## src/core/pic_regs.vh

```
// register map, field positions and reset values of the pin interface cell
`ifndef PIC_REGS_VH
`define PIC_REGS_VH

`define PIC_ADDR_CFG        8'h00
`define PIC_ADDR_CLKPOL     8'h04
`define PIC_ADDR_STATUS     8'h08

`define PIC_CFG_LATCH       0
`define PIC_CFG_IN_CLK      1
`define PIC_CFG_LE_INV      2
`define PIC_CFG_OUT_REG     3
`define PIC_CFG_OUT_CLK     4
`define PIC_CFG_OUT_INV     5
`define PIC_CFG_OE_INV      6
`define PIC_CFG_PULL_OFF    7
`define PIC_CFG_TRI_LO      8
`define PIC_CFG_TRI_HI      9
`define PIC_CFG_W           10
`define PIC_CFG_RESET       10'h000

`define PIC_TRI_ON          2'h0
`define PIC_TRI_OFF         2'h1
`define PIC_TRI_PIN         2'h2

`define PIC_CLKPOL_W        2
`define PIC_CLKPOL_RESET    2'h0

`define PIC_ST_PIN          0
`define PIC_ST_STORED       1
`define PIC_ST_OUTQ         2
`define PIC_ST_PULL         3
`define PIC_ST_OE           4
`define PIC_ST_CLEAR        5
`define PIC_ST_W            6

`endif

```

## src/core/pic_cell.v

```verilog
// configurable pin interface cell with apb configuration
//
// How it works
// - input storage element selectable as flip-flop or latch, fed from pin input
// - two clock lines per edge, polarity set per line not per element
// - rising-edge line makes latches transparent low; falling-edge makes them transparent high
// - extra inversion in latch-enable path reconciles flip-flop and latch polarity
// - input storage element and output register cleared during configuration and while chip reset is low
// - direct pin input and stored input offered together on separate taps
// - output buffer sourced from direct output or from output register
// - per-cell output inversion option beside the selectable pull-up
// - outside reset, pull-up only allowed while the cell is not used as an output
// - selected pull-up holds an undriven pin steady high
// - high tri-state control disables buffer, low enables, sense invertible
// - output register is rising-edge, clocked by one of two invertible lines
// - pull-up engaged during reset, off one pclk later, since the reset tri code uses the cell as an output
`timescale 1ns/1ps
`include "pic_regs.vh"

module pic_cell (
  input  wire        pclk,
  input  wire        presetn,
  input  wire        psel,
  input  wire        penable,
  input  wire        pwrite,
  input  wire [7:0]  paddr,
  input  wire [31:0] pwdata,
  output reg  [31:0] prdata,
  output reg         pready,
  output reg         pslverr,
  input  wire        chip_reset_n,
  input  wire        config_busy,
  input  wire        clk_line0,
  input  wire        clk_line1,
  input  wire        pin_in,
  input  wire        user_out,
  input  wire        user_tri,
  output reg         pin_out,
  output reg         pin_oe,
  output reg         pin_pullup,
  output reg         direct_in,
  output reg         stored_in
);

  reg  [`PIC_CFG_W-1:0]    cfg;
  reg  [`PIC_CLKPOL_W-1:0] clk_pol;
  reg  [1:0]               line_prev;
  reg                      out_q;
  wire [1:0]               line_raw;
  wire [1:0]               line_eff;
  wire [1:0]               line_rise;
  wire                     clear_all;
  wire                     in_sel;
  wire                     out_sel;
  wire                     in_edge;
  wire                     out_edge;
  wire                     latch_open;
  wire                     cfg_latch;
  wire                     cfg_le_inv;
  wire                     cfg_out_reg;
  wire                     cfg_out_inv;
  wire                     cfg_oe_inv;
  wire                     cfg_pull_off;
  wire [1:0]               tri_mode;
  reg                      tri_ctl;
  reg                      used_as_out;
  reg                      out_src;
  reg                      next_oe;
  reg                      next_out;
  reg                      next_pull;
  reg                      next_stored;
  wire                     setup;
  wire                     wr_access;
  wire                     sel_cfg;
  wire                     sel_clkpol;
  wire                     sel_status;
  wire                     mapped;
  reg  [31:0]              next_rdata;

  assign line_raw = {clk_line1, clk_line0};

  // one polarity bit per line, shared by every element on it
  genvar g;
  generate
    for (g = 0; g < 2; g = g + 1) begin : gen_line
      assign line_eff[g]  = line_raw[g] ^ clk_pol[g];
      assign line_rise[g] = line_eff[g] & ~line_prev[g];
    end
  endgenerate

  always @(posedge pclk or negedge presetn) begin
    if (!presetn) begin
      line_prev <= 2'h0;
    end else begin
      line_prev <= line_eff;
    end
  end

  assign clear_all    = ~chip_reset_n | config_busy;
  assign cfg_latch    = cfg[`PIC_CFG_LATCH];
  assign in_sel       = cfg[`PIC_CFG_IN_CLK];
  assign cfg_le_inv   = cfg[`PIC_CFG_LE_INV];
  assign cfg_out_reg  = cfg[`PIC_CFG_OUT_REG];
  assign out_sel      = cfg[`PIC_CFG_OUT_CLK];
  assign cfg_out_inv  = cfg[`PIC_CFG_OUT_INV];
  assign cfg_oe_inv   = cfg[`PIC_CFG_OE_INV];
  assign cfg_pull_off = cfg[`PIC_CFG_PULL_OFF];
  assign tri_mode     = {cfg[`PIC_CFG_TRI_HI], cfg[`PIC_CFG_TRI_LO]};
  assign in_edge      = line_rise[in_sel];
  assign out_edge     = line_rise[out_sel];
  // latch opens while its line is low, unless the enable is inverted
  assign latch_open   = ~line_eff[in_sel] ^ cfg_le_inv;

  // latch emulated on pclk: follows while open, holds otherwise
  always @* begin
    next_stored = stored_in;
    if (cfg_latch) begin
      if (latch_open) begin
        next_stored = pin_in;
      end
    end else begin
      if (in_edge) begin
        next_stored = pin_in;
      end
    end
  end

  // spare tri code behaves like pin mode
  always @* begin
    case (tri_mode)
      `PIC_TRI_ON: begin
        tri_ctl     = 1'b0;
        used_as_out = 1'b1;
      end
      `PIC_TRI_OFF: begin
        tri_ctl     = 1'b1;
        used_as_out = 1'b0;
      end
      `PIC_TRI_PIN: begin
        tri_ctl     = user_tri ^ cfg_oe_inv;
        used_as_out = 1'b1;
      end
      default: begin
        tri_ctl     = user_tri ^ cfg_oe_inv;
        used_as_out = 1'b1;
      end
    endcase
    next_oe = ~tri_ctl;
  end

  // inversion applies after the source choice
  always @* begin
    if (cfg_out_reg) begin
      out_src = out_q;
    end else begin
      out_src = user_out;
    end
    next_out = out_src ^ cfg_out_inv;
  end

  // reset value of the off bit is zero, but the reset tri code enables the output, so next_pull is zero from reset on
  always @* begin
    if (cfg_pull_off | used_as_out) begin
      next_pull = 1'b0;
    end else begin
      next_pull = 1'b1;
    end
  end

  always @(posedge pclk or negedge presetn) begin
    if (!presetn) begin
      stored_in <= 1'b0;
    end else if (clear_all) begin
      stored_in <= 1'b0;
    end else begin
      stored_in <= next_stored;
    end
  end

  // output register moves only on its own line's active edge or on a clear
  always @(posedge pclk or negedge presetn) begin
    if (!presetn) begin
      out_q <= 1'b0;
    end else if (clear_all) begin
      out_q <= 1'b0;
    end else if (out_edge) begin
      out_q <= user_out;
    end
  end

  // pin stage; direct tap costs one pclk so every output is a flop
  always @(posedge pclk or negedge presetn) begin
    if (!presetn) begin
      direct_in <= 1'b0;
    end else begin
      direct_in <= pin_in;
    end
  end

  always @(posedge pclk or negedge presetn) begin
    if (!presetn) begin
      pin_out <= 1'b0;
    end else begin
      pin_out <= next_out;
    end
  end

  always @(posedge pclk or negedge presetn) begin
    if (!presetn) begin
      pin_oe <= 1'b0;
    end else begin
      pin_oe <= next_oe;
    end
  end

  // pull-up is engaged during reset; the reset tri code enables the output, so it drops one pclk later
  always @(posedge pclk or negedge presetn) begin
    if (!presetn) begin
      pin_pullup <= 1'b1;
    end else begin
      pin_pullup <= next_pull;
    end
  end

  // apb: decode in setup, answer in the first access cycle
  assign setup     = psel & ~penable;
  assign wr_access = psel & penable & pwrite & pready;
  // three words decoded; anything else answers with an error
  assign sel_cfg    = (paddr == `PIC_ADDR_CFG);
  assign sel_clkpol = (paddr == `PIC_ADDR_CLKPOL);
  assign sel_status = (paddr == `PIC_ADDR_STATUS);
  assign mapped     = sel_cfg | sel_clkpol | sel_status;

  always @* begin
    next_rdata = 32'h00000000;
    case (paddr)
      `PIC_ADDR_CFG: begin
        next_rdata[`PIC_CFG_W-1:0] = cfg;
      end
      `PIC_ADDR_CLKPOL: begin
        next_rdata[`PIC_CLKPOL_W-1:0] = clk_pol;
      end
      `PIC_ADDR_STATUS: begin
        next_rdata[`PIC_ST_PIN]    = direct_in;
        next_rdata[`PIC_ST_STORED] = stored_in;
        next_rdata[`PIC_ST_OUTQ]   = out_q;
        next_rdata[`PIC_ST_PULL]   = pin_pullup;
        next_rdata[`PIC_ST_OE]     = pin_oe;
        next_rdata[`PIC_ST_CLEAR]  = clear_all;
      end
      default: begin
        next_rdata = 32'h00000000;
      end
    endcase
  end

  // one-cycle answer: the bus never sees a wait state
  always @(posedge pclk or negedge presetn) begin
    if (!presetn) begin
      pready <= 1'b0;
    end else begin
      pready <= setup;
    end
  end

  always @(posedge pclk or negedge presetn) begin
    if (!presetn) begin
      pslverr <= 1'b0;
    end else begin
      pslverr <= setup & ~mapped;
    end
  end

  // data is zero outside a read access, so no stale word lingers on the bus
  always @(posedge pclk or negedge presetn) begin
    if (!presetn) begin
      prdata <= 32'h00000000;
    end else begin
      prdata <= (setup & ~pwrite) ? next_rdata : 32'h00000000;
    end
  end

  // writes ignore the status word and unmapped addresses
  always @(posedge pclk or negedge presetn) begin
    if (!presetn) begin
      cfg <= `PIC_CFG_RESET;
    end else if (wr_access & sel_cfg) begin
      cfg <= pwdata[`PIC_CFG_W-1:0];
    end
  end

  // a polarity change flips the line; switch it while the line idles
  always @(posedge pclk or negedge presetn) begin
    if (!presetn) begin
      clk_pol <= `PIC_CLKPOL_RESET;
    end else if (wr_access & sel_clkpol) begin
      clk_pol <= pwdata[`PIC_CLKPOL_W-1:0];
    end
  end

endmodule

```

## config.mk

```make
export PLATFORM = sky130hd
export DESIGN_NAME = pic_cell
export DESIGN_NICKNAME = d
export VERILOG_FILES = /design/src/core/pic_cell.v
export VERILOG_INCLUDE_DIRS = /design/src /design/src/core
export SDC_FILE = /design/constraint.sdc
export NUM_CORES = 1
export LEC_CHECK = 0
export BUFFER_PORTS_ARGS = -buffer_cell sky130_fd_sc_hd__buf_2
export CORE_MARGIN = 2
export CORE_UTILIZATION = 45
export CTS_BUF_LIST = sky130_fd_sc_hd__clkbuf_4
export DETAILED_ROUTE_END_ITERATION = 10
export GPL_TIMING_DRIVEN = 0
export PLACE_DENSITY = 0.83
export SLEW_MARGIN = 20
export SYNTH_ARGS = -nofsm -noshare
export SYNTH_HDL_FRONTEND = slang
export SYNTH_SLANG_ARGS = --single-unit
```

## constraint.sdc

```tcl
create_clock -name pclk -period 1.9 [get_ports pclk]
set_input_delay 0.285 -clock pclk [delete_from_list [all_inputs] [get_ports pclk]]
set_output_delay 0.285 -clock pclk [all_outputs]
set_load 0.05 [all_outputs]
```

# Yosys cells after proc, flatten, opt, wreduce, memory -nomap -nowiden
# Index checks and enable logic that the tools add are counted.
[word_totals]
reg_bits = 32
in_bits = 52
out_inout_bits = 39
elab_cells = 70
[classes]
order_cmp = 2
n_eq_ne = 4
muxes = 20
bitwise = 27
n_reduce_logical = 5
[ops]
columns = ["cell", "count"]
rows = [
  ["1-bit two-way mux", 15],
  ["1-bit bitwise AND", 10],
  ["10-bit two-way mux", 1],
  ["8-bit by 3-bit == test with 1-bit output, second input constant", 1],
  ["8-bit by 4-bit == test with 1-bit output, second input constant", 1],
  ["8-bit zero test", 1],
  ["1-bit inverter", 8],
  ["4-bit case mux with 2 select lines", 1],
  ["2-bit case mux with 3 select lines", 1],
  ["1-bit XOR", 5],
  ["1-bit by 2-bit less-than comparator with 1-bit output, second input constant", 2],
  ["4-bit two-way mux", 1],
  ["1-bit bitwise OR", 4],
  ["3-bit by 1-bit != test with 1-bit output, second input constant", 1],
  ["3-bit nonzero test", 1],
  ["2-bit by 1-bit == test with 1-bit output, second input constant", 1],
  ["2-bit zero test", 1],
  ["1-bit case mux with 2 select lines", 1],
  ["2-bit AND reduction", 1],
  ["2-bit nonzero test", 1],
]

# Logic depth before layout (Yosys ltp)
[depth]
word_depth = 8
depth_mapped = 5
ltp_nobuf = 5

# Least setup slack after synthesis
# No wires, ideal clock.
[synth_path]
path_kind = "reg2reg"
from = "register pready"
to = "register cfg[0]"
setup_ns = 0.125
t_arrival_ns = 1.631
required_time_ns = 1.775
slack_ns = 0.144
stages_incl_launch_ff = 4
n_path_buf = 0
period_less_slack_ns = 1.756
path_cell_list = "dfrtp_1 nand4_1 nor4_4 mux2_2"
[synth_via]
elab_chain_cells = 2
[synth_lines]
columns = ["item", "line_no", "text"]
rows = [
  ["start, declared", "pic_cell.v:29", "output reg pready,"],
  ["start signal, assigned", "pic_cell.v:262", "pready <= setup;"],
  ["1-bit bitwise AND", "pic_cell.v:227", "assign wr_access = psel & penable & pwrite & pready;"],
  ["1-bit bitwise AND", "pic_cell.v:287", "end else if (wr_access & sel_cfg) begin"],
  ["end signal, assigned", "pic_cell.v:286", "cfg <= `PIC_CFG_RESET;"],
  ["end signal, assigned", "pic_cell.v:288", "cfg <= pwdata[`PIC_CFG_W-1:0];"],
  ["end, declared", "pic_cell.v:45", "reg [`PIC_CFG_W-1:0] cfg;"],
]
# No other way between the ends.
# A chain may end at the register's enable or synchronous reset.

# Worst setup path in the final report
[layout_path]
from = "input paddr[5]"
to = "register cfg[2]"
[layout_via]
elab_chain_cells = 2
[layout_lines]
columns = ["item", "line_no", "text"]
rows = [
  ["start, declared", "pic_cell.v:26", "input wire [7:0] paddr,"],
  ["8-bit zero test", "-", ""],
  ["1-bit bitwise AND", "pic_cell.v:287", ""],
]
# No other way between the ends.

==> reports/metrics.csv <==
metric,value,unit
R2R setup slack,0.27,ns
Worst Skew,0.00683,ns
DRT iter0 DRCs,15,
io pins,91,
PortBufs,45,
H-tree levels,2,
ys flop type,dfrtp_1,
Die W,62.3,um
initial antenna violation count,0,
Worst setup SP type,input pin,
Setup Viol. Count Final,0,
Vias per Instance,4.49,
Worst-path clk slew,0.09,ns
antenna cells,0,
Worst IR Drop VDD,0.425,mV
Critical Path Fanout Max,10,
Hold Fails Final Rpt,30,
crit end category,flip-flop,
Final Max Tran Viols,0,
First-pass DRT Iterations,4,
failing checks,hold timing,
power consumption,1.30,mW
part of the cycle the worst path needs,88.0,%
status,"complete, but fails checks",
Setup CP Type,in -> reg,
R2R cell count,4,
final antenna-violating net count,0,
Std-Cell Rows,21,
CTS tree,built,
Post-Synthesis Cells,129,
Post-route DRC,0,
clock buffer depth,2,
nets@finish,254,
power density over the cells,669,nW/um^2
Initial Util,46.2,%
RSZ-0062 raised after global routing,false,
Critical Path RT,2.11,ns
CTS buffer count,5,
Leak,1.05,nW
Worst-Margin Slew,0.665,ns
DP HPWL,2.26,mm
number of synthesized register bits,32,
Fin Hold WS,-0.00887,ns
Post-synth EDFFs,0,
clock sink count,32,
Yosys Warn Count,0,
hold buffers post-CTS,0,
grt ovf,0,
vias in the first global route,1093,
Die Span Y,62.3,um
"Arr. time, crit path",1.88,ns
setup_tns,0,ns
Clock Tree Root,clkbuf_4,
Async SR Flop Fraction,100,%
Slew headroom,55.4,%
synthesized area,1530,um^2
routed len/inst,11.1,um
post-route cell area,1950,um^2
DR vias,1118,
global-route wire length before repair,4.69,mm
die area,3880,um^2
largest net degree at the start of global routing,33,
number of distinct library cells after synthesis,32,
pre-CTS WS,-0.144,ns
Hold WC Path Type,in -> async,
Synth-to-Final Area Change,27.3,%
"Worst Setup Slack, final",0.229,ns
max_cap viols,0,
syn avg cell area,11.9,um^2
PostCTS Resize Cnt,0,
min Tclk post-route,1.67,ns
clock latency on the worst-skew pair,0.32,ns
Placed Instance Area,1890,um^2
postcts setup bufs,0,
post-synthesis sequential area ratio,52.5,%
routability congestion estimate,0.814,
gr usage total,15.7,%
drt total wl,2.76,mm
share of cells above drive strength 1,44.3,%
Core Region,3310,um^2
f_max,598,MHz
## worst max-delay path, stage by stage
cell	delay [ns]
buf_2	0.10
nor4_2	0.31
nand2_1	0.17
nor4_4	0.60
mux2_2	0.41
## kinds of logic (layout without fill, tap and decap cells)
family	count (synthesis)	count (layout)	synth area share, %
compound gates	9	9	3.85
buf+inv	28	81	12.4
xor+xnor	5	5	2.86
mux	20	20	14.1
flops	32	32	52.5
simple gates	34	34	14.2
other cells	1	22	0.245
## final timing paths
kind	startpoint	end
min reg2reg	cfg[7]	pin_pullup
min	presetn	prdata[8]
min in group pclk	pin_in	direct_in
max	paddr[5]	cfg[2]
max reg2reg	clk_pol[0]	stored_in
max in group asynchronous	presetn	out_q
## cells in the final DEF, fill, tap and decap left out
cell / synthesis / layout
nand3_1: 1 / 1
nor2_1: 4 / 4
nor2b_1: 6 / 6
nand2b_1: 1 / 1
clkbuf_1: 1 / 1
clkbuf_4: 0 / 7
o21ai_0: 2 / 2
nor3_1: 4 / 4
o32ai_1: 1 / 1
a2111oi_0: 1 / 1
a21oi_1: 2 / 2
conb_1: 1 / 22
dfstp_2: 1 / 1
nand2_1: 4 / 4
nand4b_1: 2 / 2
nor4_2: 1 / 1
nor4_4: 1 / 1
mux2i_1: 8 / 8
nand4_1: 1 / 1
nor3b_1: 1 / 1
a31oi_1: 2 / 2
or3_1: 1 / 1
buf_2: 1 / 46
dfrtp_1: 31 / 31
clkinv_1: 0 / 1
buf_4: 22 / 22
or4_1: 1 / 1
nand3b_1: 1 / 1
xnor2_1: 5 / 5
and3_1: 1 / 1
inv_1: 4 / 4
a221oi_1: 1 / 1
and2_1: 4 / 4
mux2_2: 12 / 12
## power by group
part	internal (mW)	switching (mW)
clock	0.170	0.199
sequential	0.689	0.00458
combinational	0.0726	0.166
## per-stage QoR
step | instances | utilization, %
finish | 249 | 58.8
global route | 249 | 58.8
CTS | 249 | 58.8
detailed placement | 241 | 57.1
global placement | 241 | 57.1
floorplan | 150 | -
## synthesized netlist by cell type, types with 2 or more instances
| master | n | area, um^2 |
|---|---|---|
| mux2i_1 | 8 | 80.1 |
| nor2b_1 | 6 | 37.5 |
| nor3_1 | 4 | 20.0 |
| inv_1 | 4 | 15.0 |
| and2_1 | 4 | 25.0 |
| a21oi_1 | 2 | 10.0 |
| dfrtp_1 | 31 | 776 |
| o21ai_0 | 2 | 10.0 |
| xnor2_1 | 5 | 43.8 |
| nand2_1 | 4 | 15.0 |
| buf_4 | 22 | 165 |
| nor2_1 | 4 | 15.0 |
| mux2_2 | 12 | 135 |
| nand4b_1 | 2 | 17.5 |
| a31oi_1 | 2 | 12.5 |
## sequential cells by signal (all words and copies together) (netlist names)
| name | count |
|---|---|
| line_prev | 2 |
| pin_oe | 1 |
| out_q | 1 |
| pslverr | 1 |
| pin_out | 1 |
| pready | 1 |
| pin_pullup | 1 |
| direct_in | 1 |
| stored_in | 1 |
| clk_pol | 2 |
| cfg | 10 |
| prdata | 10 |
## final cells by class
| class | count | area [um^2] |
|---|---|---|
| Buffer | 24 | 174 |
| Clock buffer | 7 | 52.6 |
| Clock inverter | 1 | 3.75 |
| Fill cell | 306 | 1360 |
| Inverter | 4 | 15.0 |
| Multi-Input combinational cell | 90 | 617 |
| Sequential cell | 32 | 802 |
| Tap cell | 46 | 57.6 |
| Timing Repair Buffer | 45 | 225 |
## routing by layer
layer / part of all wire, % / GRT usage [%] / wire (um) / vias up
met5: 0 / 0 / 0 / -
met4: 2.3 / 7.50 / 63 / 0
met3: 6.1 / 4.53 / 169 / 8
met2: 52 / 28.3 / 1440 / 44
met1: 40 / 16.8 / 1090 / 516
li1: - / - / - / 550
No activity file was read; power rests on OpenSTA's default activity.
